<file path="src/su_pkg.sv">
package su_pkg;

   // ************************************************************
   // Bus geometry and register offsets.
   // ************************************************************
   localparam int SU_AW = 3; // Register address width.
   localparam int SU_DW = 8; // Register data width.
   localparam logic [2:0] SU_OFS_MODE = 3'h0; // Mode register.
   localparam logic [2:0] SU_OFS_CTRL = 3'h1; // Control register.
   localparam logic [2:0] SU_OFS_RATE = 3'h2; // Bit rate register.
   localparam logic [2:0] SU_OFS_TXD = 3'h3; // Transmit data register.
   localparam logic [2:0] SU_OFS_STAT = 3'h4; // Status register.
   localparam logic [2:0] SU_OFS_RXD = 3'h5; // Receive data register.

   // ************************************************************
   // Field positions.
   // ************************************************************
   localparam int SU_MODE_SYNC = 0; // One selects the clocked mode.
   localparam int SU_CTRL_TIE = 7; // Transmit request enable.
   localparam int SU_CTRL_RIE = 6; // Receive request enable.
   localparam int SU_CTRL_TE = 5; // Transmit enable.
   localparam int SU_CTRL_RE = 4; // Receive enable.
   localparam int SU_CTRL_CKS1 = 1; // Clock source select, high bit.
   localparam int SU_CTRL_CKS0 = 0; // Clock source select, low bit.
   localparam int SU_STAT_TXE = 7; // Transmit empty flag.
   localparam int SU_STAT_RXF = 6; // Receive full flag.
   localparam int SU_STAT_OVR = 5; // Overrun flag.
   localparam int SU_STAT_FRM = 4; // Framing fault flag.
   localparam int SU_STAT_PAR = 3; // Parity fault flag.

   // ************************************************************
   // Reset values and counts.
   // ************************************************************
   localparam logic [7:0] SU_CTRL_RST = 8'h00; // All disabled.
   localparam logic [7:0] SU_RATE_RST = 8'hFF; // Slowest rate.
   localparam logic [7:0] SU_DATA_RST = 8'h00; // Data registers clear.
   localparam logic [3:0] SU_CHAR_BITS = 4'h8; // Bits per character.
   localparam logic [3:0] SU_LAST_BIT = 4'h7; // Index of the last bit.
   localparam logic [3:0] SU_CNT_RST = 4'h0; // Bit counter start.
   localparam logic [1:0] SU_IRQ_NONE = 2'h0; // No request pending.
   localparam logic [1:0] SU_IRQ_TX = 2'h1; // Transmit-end leads.
   localparam logic [1:0] SU_IRQ_RX = 2'h2; // Receive-end leads.
   localparam logic [1:0] SU_IRQ_ERR = 2'h3; // Receive-error leads.

   // ************************************************************
   // Types.
   // ************************************************************
   typedef enum logic [1:0]
   {
      SU_TX_IDLE = 2'b01,
      SU_TX_SHIFT = 2'b10
   } su_tx_state_t;

   // One register bus request.
   typedef struct packed
   {
      logic [SU_AW-1:0] addr;
      logic [SU_DW-1:0] wdata;
      logic wr;
      logic rd;
      logic xfer;
   } su_bus_req_t;

   // Whole state of the serial unit.
   typedef struct packed
   {
      logic mode_sync;
      logic [7:0] ctrl;
      logic [7:0] rate;
      logic [7:0] tx_data_reg;
      logic [7:0] tx_shift_reg;
      logic [7:0] rx_data_reg;
      logic [7:0] rx_shift_reg;
      logic tx_empty;
      logic rx_full;
      logic overrun;
      logic framing;
      logic parity;
      logic [4:0] seen;
      su_tx_state_t tx_state;
      logic [3:0] tx_cnt;
      logic [3:0] rx_cnt;
      logic txd;
      logic [7:0] baud_cnt;
      logic sck_int;
      logic sck_s1;
      logic sck_s2;
      logic sck_prev;
      logic rxd_s1;
      logic rxd_s2;
      logic [7:0] rdata;
   } su_state_t;

   localparam su_state_t SU_STATE_RST = '{
      mode_sync: 1'b0, ctrl: SU_CTRL_RST, rate: SU_RATE_RST, tx_data_reg: SU_DATA_RST,
      tx_shift_reg: SU_DATA_RST, rx_data_reg: SU_DATA_RST, rx_shift_reg: SU_DATA_RST, tx_empty: 1'b1,
      rx_full: 1'b0, overrun: 1'b0, framing: 1'b0, parity: 1'b0, seen: 5'h00,
      tx_state: SU_TX_IDLE, tx_cnt: SU_CNT_RST, rx_cnt: SU_CNT_RST, txd: 1'b1,
      baud_cnt: SU_RATE_RST, sck_int: 1'b1, sck_s1: 1'b1, sck_s2: 1'b1,
      sck_prev: 1'b1, rxd_s1: 1'b1, rxd_s2: 1'b1, rdata: SU_DATA_RST};

endpackage : su_pkg

</file>
<file path="src/su_sync_serial.sv">
// The strobed register port and the placing of the registers were decided locally.
`timescale 1ns/1ps
module su_sync_serial
(
   input wire logic core_clk_in, // System clock, 50 MHz.
   input wire logic rst_b_in, // Asynchronous reset, active low.
   input wire su_pkg::su_bus_req_t bus_req_in, // Register bus request.
   output logic [7:0] rd_data_out, // Read data, one cycle after the strobe.
   input wire logic rxd_in, // Receive data pin.
   output logic txd_out, // Transmit data pin.
   output logic txd_oe_b_out, // Transmit pin enable, low drives.
   input wire logic sck_in, // Clock pin, level seen on the wire.
   output logic sck_out, // Clock pin, driven level.
   output logic sck_oe_b_out, // Clock pin enable, low drives.
   output logic tx_done_irq_out, // Transmit-end request.
   output logic rx_done_irq_out, // Receive-end request.
   output logic rx_fault_irq_out, // Receive-error request.
   output logic [1:0] irq_top_out, // Highest-priority pending request.
   output logic xfer_req_out // A request the transfer controller may serve.
);
   import su_pkg::*;

   // ************************************************************
   // State and decoded controls.
   // ************************************************************
   su_state_t st_reg; // Registered state.
   su_state_t st_next; // Next state.
   logic tx_enable; // Transmitter enabled.
   logic rx_enable; // Receiver enabled.
   logic tx_irq_enable; // Transmit request enable.
   logic rx_irq_enable; // Receive request enable.
   logic clock_source_sel0; // Clock source select, low bit.
   logic clock_source_sel1; // Clock source select, high bit.
   logic int_clk; // Clocked mode on the internal generator.
   logic ext_clk; // Clocked mode on the pin clock.
   logic sck_drive; // Clock pin driven by us.
   logic rx_go; // Receiver allowed to take bits.
   logic run_clk; // Internal clock may toggle.
   logic tick; // Half bit period elapsed.
   logic fall_edge; // Serial clock fell.
   logic rise_edge; // Serial clock rose.
   logic tx_load; // Transmit data moves into the shift register.
   logic [7:0] rsr_new; // Shift register with this bit added.
   logic tx_done_irq; // Transmit-end request level.
   logic rx_done_irq; // Receive-end request level.
   logic rx_fault_irq; // Receive-error request level.
   logic [7:0] stat_view; // Status register as read.

   // Decode the status fields as software sees them.
   function automatic logic [7:0] su_stat(input su_state_t s);
      logic [7:0] v;
      v = 8'h00;
      v[SU_STAT_TXE] = s.tx_empty;
      v[SU_STAT_RXF] = s.rx_full;
      v[SU_STAT_OVR] = s.overrun;
      v[SU_STAT_FRM] = s.framing;
      v[SU_STAT_PAR] = s.parity;
      return v;
   endfunction : su_stat

   // ************************************************************
   // Control decode and clock selection.
   // ************************************************************

   // Individual control bits pulled from the control register.
   always_comb
   begin
      tx_enable = st_reg.ctrl[SU_CTRL_TE];
      rx_enable = st_reg.ctrl[SU_CTRL_RE];
      tx_irq_enable = st_reg.ctrl[SU_CTRL_TIE];
      rx_irq_enable = st_reg.ctrl[SU_CTRL_RIE];
      clock_source_sel0 = st_reg.ctrl[SU_CTRL_CKS0];
      clock_source_sel1 = st_reg.ctrl[SU_CTRL_CKS1];
   end

   // Clock source and pin direction; in asynchronous mode the pin only drives on the
   // low select bit, so setting the mode before the sources can briefly drive the pin.
   always_comb
   begin
      int_clk = st_reg.mode_sync & ~clock_source_sel1;
      ext_clk = st_reg.mode_sync & clock_source_sel1;
      if (st_reg.mode_sync)
      begin
         sck_drive = ~clock_source_sel1;
      end
      else
      begin
         sck_drive = clock_source_sel0 & ~clock_source_sel1;
      end
   end

   // With both directions on, reception waits for a transmission to run, so the two
   // start together; receive alone starts at once.
   always_comb
   begin
      rx_go = rx_enable & (~tx_enable | (st_reg.tx_state == SU_TX_SHIFT));
      if (int_clk)
      begin
         run_clk = (st_reg.tx_state == SU_TX_SHIFT) | rx_go;
      end
      else
      begin
         run_clk = sck_drive;
      end
      tick = run_clk & (st_reg.baud_cnt == 8'h00);
   end

   // Serial clock edges from the generator or from the synchronised pin. Only the second
   // stage and its delayed copy are compared; the first stage may be metastable.
   always_comb
   begin
      if (int_clk)
      begin
         fall_edge = tick & st_reg.sck_int;
         rise_edge = tick & ~st_reg.sck_int;
      end
      else if (ext_clk)
      begin
         fall_edge = st_reg.sck_prev & ~st_reg.sck_s2;
         rise_edge = ~st_reg.sck_prev & st_reg.sck_s2;
      end
      else
      begin
         fall_edge = 1'b0;
         rise_edge = 1'b0;
      end
   end

   // ************************************************************
   // Requests to the interrupt controller.
   // ************************************************************

   // Each request follows its flag behind its enable; the receive-error request shares the receive enable.
   always_comb
   begin
      tx_done_irq = st_reg.tx_empty & tx_irq_enable;
      rx_done_irq = st_reg.rx_full & rx_irq_enable;
      rx_fault_irq = (st_reg.overrun | st_reg.framing | st_reg.parity) & rx_irq_enable;
      stat_view = su_stat(st_reg);
   end

   // ************************************************************
   // Next state.
   // ************************************************************

   // All updates for one cycle. Clears are applied first and sets after, so a flag set
   // by hardware in the same cycle as a clear survives.
   always_comb
   begin
      st_next = st_reg;
      rsr_new = st_reg.rx_shift_reg;
      tx_load = 1'b0;

      // Pin synchronisers.
      st_next.sck_s1 = sck_in;
      st_next.sck_s2 = st_reg.sck_s1;
      st_next.sck_prev = st_reg.sck_s2;
      st_next.rxd_s1 = rxd_in;
      st_next.rxd_s2 = st_reg.rxd_s1;

      // Bit rate generator; it parks high so a stopped clock leaves the pin idle.
      if (run_clk)
      begin
         if (tick)
         begin
            st_next.baud_cnt = st_reg.rate;
            st_next.sck_int = ~st_reg.sck_int;
         end
         else
         begin
            st_next.baud_cnt = st_reg.baud_cnt - 8'h01;
         end
      end
      else
      begin
         st_next.baud_cnt = st_reg.rate;
         st_next.sck_int = 1'b1;
      end

      // Register reads; data appear in the following cycle.
      st_next.rdata = 8'h00;
      if (bus_req_in.rd)
      begin
         unique case (bus_req_in.addr)
            SU_OFS_MODE: st_next.rdata = {7'h00, st_reg.mode_sync};
            SU_OFS_CTRL: st_next.rdata = st_reg.ctrl;
            SU_OFS_RATE: st_next.rdata = st_reg.rate;
            SU_OFS_TXD: st_next.rdata = st_reg.tx_data_reg;
            SU_OFS_STAT:
            begin
               st_next.rdata = stat_view;
               // Remember which flags software has seen set.
               st_next.seen = {st_reg.tx_empty, st_reg.rx_full, st_reg.overrun,
                  st_reg.framing, st_reg.parity};
            end
            SU_OFS_RXD:
            begin
               st_next.rdata = st_reg.rx_data_reg;
               if (bus_req_in.xfer & rx_done_irq)
               begin
                  st_next.rx_full = 1'b0;
               end
            end
            default: st_next.rdata = 8'h00;
         endcase
      end

      // Register writes.
      if (bus_req_in.wr)
      begin
         unique case (bus_req_in.addr)
            SU_OFS_MODE: st_next.mode_sync = bus_req_in.wdata[SU_MODE_SYNC];
            SU_OFS_CTRL: st_next.ctrl = bus_req_in.wdata;
            SU_OFS_RATE: st_next.rate = bus_req_in.wdata;
            SU_OFS_TXD:
            begin
               // The byte may be replaced while the shifter is busy.
               st_next.tx_data_reg = bus_req_in.wdata;
               if (bus_req_in.xfer & tx_done_irq)
               begin
                  st_next.tx_empty = 1'b0;
               end
            end
            SU_OFS_STAT:
            begin
               // A zero clears a flag only after it was read as set; ones do nothing.
               if (~bus_req_in.wdata[SU_STAT_TXE] & st_reg.seen[4])
               begin
                  st_next.tx_empty = 1'b0;
               end
               if (~bus_req_in.wdata[SU_STAT_RXF] & st_reg.seen[3])
               begin
                  st_next.rx_full = 1'b0;
               end
               if (~bus_req_in.wdata[SU_STAT_OVR] & st_reg.seen[2])
               begin
                  st_next.overrun = 1'b0;
               end
               if (~bus_req_in.wdata[SU_STAT_FRM] & st_reg.seen[1])
               begin
                  st_next.framing = 1'b0;
               end
               if (~bus_req_in.wdata[SU_STAT_PAR] & st_reg.seen[0])
               begin
                  st_next.parity = 1'b0;
               end
               st_next.seen = 5'h00;
            end
            default:
            begin
               // Unmapped writes are dropped.
            end
         endcase
      end

      // Transmitter. A pending overrun keeps it from starting.
      if (~tx_enable | ~st_reg.mode_sync)
      begin
         st_next.tx_state = SU_TX_IDLE;
         st_next.tx_cnt = SU_CNT_RST;
         st_next.txd = 1'b1;
      end
      else
      begin
         unique case (st_reg.tx_state)
            SU_TX_IDLE:
            begin
               if (~st_reg.tx_empty & ~st_reg.overrun)
               begin
                  tx_load = 1'b1;
                  st_next.tx_state = SU_TX_SHIFT;
                  st_next.tx_cnt = SU_CNT_RST;
               end
               else if (fall_edge & ext_clk)
               begin
                  st_next.txd = 1'b1;
               end
               // With the internal clock stopped the last bit simply stays.
            end
            SU_TX_SHIFT:
            begin
               if (fall_edge & (st_reg.tx_cnt < SU_CHAR_BITS))
               begin
                  st_next.txd = st_reg.tx_shift_reg[st_reg.tx_cnt[2:0]];
                  st_next.tx_cnt = st_reg.tx_cnt + 4'h1;
               end
               else if (rise_edge & (st_reg.tx_cnt == SU_CHAR_BITS))
               begin
                  if (~st_reg.tx_empty & ~st_reg.overrun)
                  begin
                     tx_load = 1'b1;
                     st_next.tx_cnt = SU_CNT_RST;
                  end
                  else
                  begin
                     st_next.tx_state = SU_TX_IDLE;
                  end
               end
            end
         endcase
      end
      if (tx_load)
      begin
         st_next.tx_shift_reg = st_reg.tx_data_reg;
         st_next.tx_empty = 1'b1;
      end

      // Receiver. Bits enter LSB first; an overrun freezes it until cleared.
      if (~rx_enable | ~st_reg.mode_sync)
      begin
         st_next.rx_cnt = SU_CNT_RST;
      end
      else if (rise_edge & rx_go & ~st_reg.overrun)
      begin
         rsr_new[st_reg.rx_cnt[2:0]] = st_reg.rxd_s2;
         st_next.rx_shift_reg = rsr_new;
         if (st_reg.rx_cnt == SU_LAST_BIT)
         begin
            st_next.rx_cnt = SU_CNT_RST;
            if (st_reg.rx_full)
            begin
               st_next.overrun = 1'b1;
            end
            else
            begin
               st_next.rx_data_reg = rsr_new;
               st_next.rx_full = 1'b1;
            end
         end
         else
         begin
            st_next.rx_cnt = st_reg.rx_cnt + 4'h1;
         end
      end
   end

   // ************************************************************
   // State register.
   // ************************************************************

   // Single register for the whole state.
   always_ff @(posedge core_clk_in or negedge rst_b_in)
   begin
      if (!rst_b_in)
      begin
         st_reg <= SU_STATE_RST;
      end
      else
      begin
         st_reg <= st_next;
      end
   end

   // ************************************************************
   // Outputs.
   // ************************************************************

   // Pins, read data and request lines. Priority and controller service are offered
   // here; only the two data requests may be served by the transfer controller.
   always_comb
   begin
      rd_data_out = st_reg.rdata;
      txd_out = st_reg.txd;
      txd_oe_b_out = ~(tx_enable & st_reg.mode_sync);
      sck_out = st_reg.sck_int;
      sck_oe_b_out = ~sck_drive;
      tx_done_irq_out = tx_done_irq;
      rx_done_irq_out = rx_done_irq;
      rx_fault_irq_out = rx_fault_irq;
      xfer_req_out = tx_done_irq | rx_done_irq;
      if (rx_fault_irq)
      begin
         irq_top_out = SU_IRQ_ERR;
      end
      else if (rx_done_irq)
      begin
         irq_top_out = SU_IRQ_RX;
      end
      else if (tx_done_irq)
      begin
         irq_top_out = SU_IRQ_TX;
      end
      else
      begin
         irq_top_out = SU_IRQ_NONE;
      end
   end

endmodule : su_sync_serial

</file>
<file path="config.mk">
export PLATFORM = sky130hd
export DESIGN_NAME = su_sync_serial
export DESIGN_NICKNAME = d
export VERILOG_FILES = /design/src/su_pkg.sv /design/src/su_sync_serial.sv
export SDC_FILE = /design/constraint.sdc
export NUM_CORES = 1
export LEC_CHECK = 0
export ABC_CLOCK_PERIOD_IN_PS = 2100
export BUFFER_PORTS_ARGS = -buffer_cell sky130_fd_sc_hd__buf_2
export CELL_PAD_IN_SITES_DETAIL_PLACEMENT = 0
export CELL_PAD_IN_SITES_GLOBAL_PLACEMENT = 1
export CORE_AREA = 2 2 108 110
export DETAILED_ROUTE_END_ITERATION = 8
export DIE_AREA = 0 0 110 112
export PLACE_DENSITY_LB_ADDON = 0.1
export SLEW_MARGIN = 20
export SYNTH_ARGS = -nofsm -noshare
export SYNTH_HDL_FRONTEND = slang
export SYNTH_SLANG_ARGS = --single-unit
</file>
<file path="constraint.sdc">
create_clock -name core_clk_in -period 2.1 [get_ports core_clk_in]
set_input_delay 0.63 -clock core_clk_in [delete_from_list [all_inputs] [get_ports core_clk_in]]
set_output_delay 0.63 -clock core_clk_in [all_outputs]
set_load 0.01 [all_outputs]
</file>
# ---- Word level (Yosys, flattened, before mapping)
# Cells that the tools add are included.
dict set report classes {
  magnitude_cmp 4
  mul 0
  addsub 3
  shifts 0
  div 0
  n_mux 58
  bitwise_logic 45
  n_reduce_logical 16
  n_eq_ne 21
}
# op n
set ops {}
lappend ops {{$pmux W8 S6} 1}
lappend ops {{$mux W1} 28}
lappend ops {{$and A1 B1 Y1} 24}
lappend ops {{$ne A3 B3 Y1 const B} 7}
lappend ops {{$mux W4} 5}
lappend ops {{$mux W6} 3}
lappend ops {{$mux W9} 2}
lappend ops {{$mux W8} 2}
lappend ops {{$not A1 Y1} 16}
lappend ops {{$mux W2} 7}
lappend ops {{$pmux W6 S2} 1}
lappend ops {{$reduce_and A4 Y1} 3}
lappend ops {{$mux W10} 1}
lappend ops {{$mux W5} 2}
lappend ops {{$reduce_and A2 Y1} 5}
lappend ops {{$add A4 B1 Y4 const B} 2}
lappend ops {{$bwmux W8} 1}
lappend ops {{$logic_not A8 Y1} 1}
lappend ops {{$lt A3 B4 Y1 const B} 2}
lappend ops {{$ne A4 B1 Y1 const B} 2}
lappend ops {{$sub A8 B1 Y8 const B} 1}
lappend ops {{$eq A3 B2 Y1 const B} 2}
lappend ops {{$eq A3 B3 Y1 const B} 2}
lappend ops {{$ne A3 B1 Y1 const B} 2}
lappend ops {{17 further kinds} 25}
dict set report totals {
  word_cells 170
  latchBits 0
  output_inout_bits 18
  mem_bits_rw 0
  mem_count 0
  rom_bits 0
  ff_bits 90
  inputBits 18
}

# ---- Depth between registers and ports, before layout
# Gate-level depths: netlist (run 1).
dict set report logic_depth {
  word_depth 15
  mapped_depth 8
  mapped_depth_nobuf 7
}

# ---- Worst setup path after synthesis (run 1)
# No wires, ideal clock.
dict set report synth_timing {
  path_type {register -> register}
  startpoint {register st_reg[14] in the netlist's numbering}
  endpoint {register st_reg[59] in the netlist's numbering}
  required_time_ps 1975
  setup_time_ps 125
  synth_period_minus_slack_ps 2186
  path_buffers 0
  stages_incl_launch_ff 8
  t_arrival_ps 2061
  setup_slack_ps -86
  path_cell_list {dfstp_2 > inv_1 > ha_1 > or4b_4 > a2111oi_4 > o2111a_2 > o211ai_4 > mux2_2}
}
dict set report synth_between {
  elab_chain_cells 9
  word_cells_on_any_way 12
  cone_classes {6 x mux; 5 x bitwise; 1 x reduce/logical}
}
# item line_no
set synth_rtl {}
lappend synth_rtl {{start: declaration} su_sync_serial.sv:26} ;# su_state_t st_reg;
lappend synth_rtl {{start signal: assignment} su_sync_serial.sv:350} ;# st_reg <= st_next;
lappend synth_rtl {{$logic_not A8 Y1 *} su_sync_serial.sv:105} ;# tick = run_clk & (st_reg.baud_cnt == 8'h00);
lappend synth_rtl {{$and A1 B1 Y1 *} su_sync_serial.sv:105}
lappend synth_rtl {{$and A1 B1 Y1} su_sync_serial.sv:115} ;# rise_edge = tick & ~st_reg.sck_int;
lappend synth_rtl {{$mux W1} su_sync_serial.sv:112} ;# if (int_clk)
lappend synth_rtl {{$and A1 B1 Y1} su_sync_serial.sv:287} ;# else if (rise_edge & (st_reg.tx_cnt == SU_CHAR_BITS))
lappend synth_rtl {{$mux W1} su_sync_serial.sv:287}
lappend synth_rtl {{$mux W1 *} su_sync_serial.sv:282} ;# if (fall_edge & (st_reg.tx_cnt < SU_CHAR_BITS))
lappend synth_rtl {{$pmux W1 S2 *} su_sync_serial.sv:265} ;# unique case (st_reg.tx_state)
lappend synth_rtl {{$mux W1 *} su_sync_serial.sv:257} ;# if (~tx_enable | ~st_reg.mode_sync)
# Mark *: on every way between the ends. The rest lies on a longest branch, timed or not.
# A chain may end at the register's enable or synchronous reset.

# ---- Worst setup path after layout (run 1)
dict set report layout_timing {
  startpoint {register st_reg[14] in the netlist's numbering}
  endpoint {register st_reg[63] in the netlist's numbering}
}
# The elaborated chain is that of the path after synthesis.

==> results of run 1 <==
## worst max path at each step
stage	end	slack [ps]	start
after detailed placement	st_reg[43]$_DFFE_PN0P_	-220	st_reg[14]$_DFF_PN1_
after floorplan	st_reg[59]$_DFFE_PN0P_	-30	st_reg[14]$_DFF_PN1_
after global routing	st_reg[62]$_DFFE_PN0P_	-220	st_reg[14]$_DFF_PN1_
after global placement	st_reg[43]$_DFFE_PN0P_	-190	st_reg[14]$_DFF_PN1_
after CTS	st_reg[60]$_DFFE_PN0P_	-180	st_reg[14]$_DFF_PN1_
final	st_reg[63]$_DFFE_PN0P_	-140	st_reg[14]$_DFF_PN1_
## cell usage in the layout, fill, tap and decap left out, drive strengths merged, types with 4 or more instances in the layout
cell type   n
dfrtp      63
nand2      40
o211ai      5
mux2       41
nand2b      5
mux2i      13
inv        14
a21oi      18
ha          5
nand4b      4
o21ai      31
buf        79
nand3       9
dfstp      25
a22oi      11
nor2       16
clkbuf     13
nor2b       7
## layer usage
layer / wire length, µm / vias to the layer above / global-route usage [%]
li1: - / 1525 / -
met1: 5191 / 1598 / 27.96
met2: 5165 / 56 / 29.53
met3: 373 / 9 / 4.215
met4: 102 / 0 / 5.316
met5: 0 / - / 0
## power by group through the flow
stage | sequential (mW) | clock, mW | combinational, mW
2_1_floorplan | 2.31 | 0 | 0.786
3_3_place_gp | 2.38 | 0 | 1.30
3_5_place_dp | 2.39 | 0 | 1.31
4_1_cts | 2.37 | 1.56 | 1.38
5_1_grt | 2.41 | 1.65 | 1.59
6_report | 2.37 | 1.51 | 1.43
## Yosys cell counts (5+ instances only)
| cell type | instances |
|---|---|
| a21oi_1 | 18 |
| a22oi_1 | 11 |
| buf_4 | 8 |
| clkbuf_1 | 11 |
| dfrtp_1 | 63 |
| dfstp_2 | 25 |
| ha_1 | 5 |
| inv_1 | 14 |
| mux2_2 | 41 |
| mux2i_1 | 13 |
| nand2_1 | 40 |
| nand2b_1 | 5 |
| nand3_1 | 9 |
| nor2_1 | 16 |
| nor2b_1 | 7 |
| o21ai_0 | 30 |
## metrics by stage
| step | cells | setup WS (ps) | total power [mW] |
|---|---|---|---|
| final | 600 | -136.1 | 5.305 |
| after global routing | 600 | -218.7 | 5.654 |
| after CTS | 597 | -176.1 | 5.312 |
| after detailed placement | 577 | -218.1 | 3.698 |
| after global placement | 577 | -189.3 | 3.676 |
| after floorplan | 385 | -34.99 | 3.095 |
## logic make-up (layout without fill, tap and decap cells)
kind of cell	count (synthesis)	count (layout)	synth area share (%)
fa+ha+maj	5	5	1.444
compound gates	87	88	13.77
mux	57	57	15.22
flops	88	88	51.54
buf+inv	38	109	4.216
xor+xnor	5	5	1.011
simple gates	105	105	12.79
## final cells by class
class	count	area share (%)
sequential	88	41.82
multi-input combinational	260	37.72
timing repair buffer	79	10.93
clock buffer	13	4.870
tap	143	3.348
inverter	14	0.9834
clock inverter	3	0.3278
## timing repair
item                                    in CTS  in global routing
resized for setup                           22                 21
pin swaps                                   13                  5
cloned                                       1                  1
buffers inserted                             3                  3
hold endpoints to repair                     0                  0
endpoints found under the setup margin      29                 39
==> key figures, run 1 <==
Synth
  • Ys flop type: dfrtp_1
  • Syn Area/Cell: 11.25 µm²
  • Largest area contributor in the netlist: dfrtp_1
  • EDFF count, synth: 0
  • Post-Synthesis Cells: a little under 400
  • Distinct cell type count after synthesis: just under 60
  • Syn. warnings: 0
  • Top cells by area, synth: dfrtp_1 (36%), dfstp_2 (15%), mux2_2 (11%), nand2_1 (3.5%), o21ai_0 (3.5%)
  • Yosys top cell area share: between 30% and 40%
  • Sequential area share after synthesis: between 50% and 60%
  • Ys async rst share: 100.0%
  • Seq cells post-synth: approximately 90
  • Post-synthesis instance area: between 4000 and 5000 µm²
  • Mapped Nets: ~400

Pwr
  • Switching share of power: 30.08%
  • Comb pwr share: 26.9%
  • Net Switching: around 1.6 mW
  • PwrDens: 992.7 nW/µm²
  • Flop pwr share: between 40% and 50%
  • Clock share of power: ~28%
  • Worst vdd ir: approximately 0.45 mV
  • Cell Int Power: 3.709 mW
  • Leak: about 2.4 nW

Detailed routing
  • Vias/cell: around 5.3
  • First-pass iteration count of the detailed router: 4
  • Routed vias: around 3,200
  • WL/cell: ~18 µm
  • Iter 0 DRT Violations: approximately 230
  • DRC Markers: 0
  • Routed Antenna Nets: 0
  • Final WL: roughly 11,000 µm

Worst setup path
  • CP max stage cell: or4b_4
  • R2r startpoint: st_reg[14]$_DFF_PN1_
  • Levels on crit path: 8
  • Critical path arrival: 2460 ps
  • CP Launch Type: flip-flop
  • CP peak stage delay: approximately 480 ps
  • WP buf/inv: 2
  • Worst Path Required: roughly 2300 ps
  • R2R cell count: 8
  • R2r setup slk: -140 ps
  • CP delay by family, top: compound AO/OA/AOI/OAI gates
  • Crit path kind: flip-flop to flip-flop
  • Crit-path max FO: 4
  • Crit. End Element: flip-flop
  • Reg2reg end: st_reg[63]$_DFFE_PN0P_
  • Critical path cell sequence: inv_2 -> ha_4 -> or4b_4 -> a2111oi_4 -> buf_4 -> o2111a_2 -> o211ai_4 -> mux2_4

Placement
  • PortBufs: 35
  • GPL Wtd Cong: around 0.77
  • DP Wirelength: 7806 µm
  • Cell Area, Placed: 4900 µm²

Clock network
  • Clk buf depth: 2
  • Clk sink count: 88
  • Skew-Pair Late Insertion Delay: 340 ps
  • Cts hold-fix bufs: 0
  • CTS tree: done
  • H-tree Lvls: 3
  • CTS root buf: clkbuf_16
  • TritonCTS buffer count: 9
  • Clk pin slew, worst setup/hold paths: around 60 ps

Run status
  • Status: finished, violations left
  • Failing checks: setup timing

STA
  • Slew HR: 63.11%
  • Min Tclk post-route: around 2200 ps
  • RSZ-0062 raised after global routing: true
  • Final Setup Violations: 31
  • Max Slew Vio Count: 0
  • F_max: about 450 MHz
  • Final Hold Fails: 0
  • Setup Skew: about 5.7 ps
  • Worst slew pin tran: roughly 550 ps
  • Fin crit share: 106.5%
  • WHS: between 200 and 300 ps
  • Post-route setup slack: -136.1 ps
  • Setup TNS: -1999 ps

Finish
  • Antenna Cells: 0
  • Register area: 2235 µm²
  • P&R area growth vs syn: 23.33%
  • Final net count: ~480
  • Fin area: 5344 µm²
  • Core Util, Final: approximately 48%
  • Footprint of the multi-input gates: 2016 µm²
  • FILL cells: 1,046
  • Proportion of layout cells with a drive suffix above 1: between 40% and 50%
  • Number of flip-flops in the largest register: 71

Floorplan
  • Cell row count: 39
  • Die Height: about 110 µm
  • DIE WIDTH: between 100 and 150 µm
  • Core ar.: between 10,000 and 15,000 µm²
  • Die Area: roughly 12,000 µm²
  • Initial core utilization: about two fifths
  • I/O pins: 36

GRT
  • Initial antenna violation count: 0
  • First-pass GRT wire length: roughly 18,000 µm
  • GR Util All Layers: 19.43%
  • Remaining global-route overflow: 0
  • Pin count of the biggest net entering global routing: 38
  • Vias in the first global route: between 3,000 and 4,000

Run
  • Max-Cap Viols: 0

Worst hold path
  • Worst min-delay path class: input pin to async pin
Note: power is estimated with default switching activity, not from simulation.
==> inputs of run 2 (changes only) <==
HOLD_SLACK_MARGIN = 0.1   (was unset)
RECOVER_POWER = 25   (was unset)
==> key figures, run 2 (synthesis results as in run 1) <==
Placement
  • GPL Wtd Cong: 0.7705 (unchanged)
  • Post-Place Worst Slack: -218.1 ps (unchanged)
  • DP Wirelength: 7806 µm (unchanged)
  • PortBufs: 35 (unchanged)

STA
  • Slew HR: 28.74% (-34 points)
  • Worst slew pin tran: 1069 ps (+515.6 ps)
  • Max Slew Vio Count: 0 (unchanged)
  • RSZ-0062 raised after global routing: true
  • WHS: 354.7 ps (+78.68 ps)
  • F_max: 447.3 MHz (about the same)
  • Post-route setup slack: -135.8 ps (+0.3210 ps)
  • Min Tclk post-route: 2236 ps (-0.3210 ps)
  • Fin crit share: 106.5% (about the same)
  • Final Hold Fails: 0 (unchanged)
  • Final Setup Violations: 31 (unchanged)
  • Setup Skew: 5.699 ps (unchanged)

GRT
  • Remaining global-route overflow: 0 (unchanged)
  • GR Util All Layers: 19.43% (unchanged)
  • Pin count of the biggest net entering global routing: 38 (unchanged)
  • Initial antenna violation count: 0 (unchanged)
  • Vias in the first global route: 3,228 (unchanged)
  • First-pass GRT wire length: 17,910 µm (unchanged)

Floorplan
  • Die Height: 112 µm (unchanged)
  • Die Area: 12,320 µm² (unchanged)
  • Initial core utilization: 38.78% (unchanged)
  • I/O pins: 36 (unchanged)
  • Core ar.: 11,170 µm² (unchanged)
  • Cell row count: 39 (unchanged)
  • DIE WIDTH: 110 µm (unchanged)

Detailed routing
  • Iter 0 DRT Violations: 228 (-2.1%)
  • Routed Antenna Nets: 0 (unchanged)
  • Final WL: 10,820 µm (-0.12%)
  • Vias/cell: 5.310 (about the same)
  • DRC Markers: 0 (unchanged)
  • Routed vias: 3,186 (-0.063%)
  • WL/cell: 18.03 µm (-0.12%)
  • First-pass iteration count of the detailed router: 4 (unchanged)

Finish
  • P&R area growth vs syn: 23.27% (about the same)
  • Core Util, Final: 47.80% (about the same)
  • Commonest non-fill, non-tap cell in the layout: dfrtp_1
  • Most frequent cells in the layout: dfrtp_1 (62), nand2_1 (39), mux2_2 (37), buf_2 (34), buf_4 (33)
  • Proportion of layout cells with a drive suffix above 1: 40.48% (-0.22 points)
  • Number of flip-flops in the largest register: 71 (unchanged)
  • Antenna Cells: 0 (unchanged)
  • Final net count: 475 (unchanged)

Clock network
  • CTS root buf: clkbuf_16
  • Clk buf depth: 2 (unchanged)
  • Clk sink count: 88 (unchanged)
  • Clk pin slew, worst setup/hold paths: 60 ps (about the same)
  • Skew-Pair Late Insertion Delay: 340 ps (about the same)
  • TritonCTS buffer count: 9 (unchanged)
  • H-tree Lvls: 3 (unchanged)
  • CTS tree: done

Worst setup path
  • Reg2reg end: st_reg[63]$_DFFE_PN0P_
  • Critical path cell sequence: inv_2 -> ha_4 -> or4b_4 -> a2111oi_4 -> buf_4 -> o2111a_2 -> o211ai_4 -> mux2_4
  • R2R cell count: 8 (unchanged)
  • Critical path arrival: 2460 ps (about the same)
  • Crit path kind: flip-flop to flip-flop
  • CP peak stage delay: 480 ps (about the same)
  • CP endpoint: st_reg[63]$_DFFE_PN0P_
  • Crit-path max FO: 4 (unchanged)
  • Crit. End Element: flip-flop
  • R2r startpoint: st_reg[14]$_DFF_PN1_
  • Worst Path Required: 2330 ps (about the same)
  • CP max stage cell: or4b_4
  • CP Launch Type: flip-flop
  • R2r setup slk: -140 ps (about the same)
  • Critical Path Start: st_reg[14]$_DFF_PN1_

Run status
  • Failing checks: setup timing
  • Status: finished, violations left

Pwr
  • PwrDens: 993.1 nW/µm² (about the same)
  • Worst vdd ir: 0.4517 mV (about the same)
  • Leak: 2.361 nW (about the same)
  • PnR Total Power: 5.304 mW (about the same)

Run
  • Max-Cap Viols: 0 (unchanged)

Worst hold path
  • Worst min-delay path class: flip-flop to flip-flop
  • Worst Min Path Start: st_next[8]$_DFF_PN1_
run 2: worst max-delay path: cells and delay by family, from the launching register on:
kind	cells	cell delay, ps
flip-flops	1	370
buffers and inverters	2	260
multiplexers	1	310
AND/OR/NAND/NOR	1	480
AO/OA/AOI/OAI	3	590
adder cells (fa/ha/maj)	1	130
run 2: worst min-delay path by stage:
stage,end,depth (start not counted)
final,st_reg[8]$_DFF_PN1_,0
after global routing,st_reg[8]$_DFF_PN1_,0
after CTS,st_reg[29]$_DFFE_PN0P_,1
after detailed placement,st_reg[8]$_DFF_PN1_,0
after global placement,st_next[10]$_DFF_PN1_,0
after floorplan,clock_source_sel0$_DFFE_PN0P_,0
run 2: final cells by class:
cell class / count / area (µm²)
tap: 143 / 178.9
inverter: 14 / 52.55
clock buffer: 13 / 260.3
timing repair buffer: 79 / 581.8
fill: 1045 / 5833
multi-input combinational: 260 / 2016
clock inverter: 3 / 17.52
sequential: 88 / 2235
run 2: layer usage:
layer / global-route usage [%] / part of all wire, %
met5: 0 / 0
met4: 5.316 / 0.94
met1: 27.96 / 48
met3: 4.215 / 3.4
met2: 29.53 / 47
run 2: timing repair:
| item | 4_1_cts | 5_1_grt |
|---|---|---|
| pin swaps | 13 | 5 |
| gates resized for setup | 22 | 21 |
| endpoints found under the setup margin | 29 | 39 |
| hold buffers | 0 | 0 |
| hold endpoints to repair | 0 | 0 |
| cloned | 1 | 1 |
| buffers inserted | 3 | 3 |
run 2: through the flow:
step / instances / TNS, ps / cell area [µm²]
finish: 600 / -1985 / 5341
global route: 600 / -5412 / 5341
CTS: 597 / -2589 / 5258
detailed placement: 577 / -3773 / 4900
global placement: 577 / -3308 / 4900
floorplan: 385 / -279.9 / 4338
run 2: power breakdown:
part           total [mW]  leakage (nW)  internal (mW)  switching, mW
Sequential           2.37          1.08           2.11          0.258
Combinational        1.43          1.14          0.737          0.692
Clock                1.51         0.136          0.863          0.646
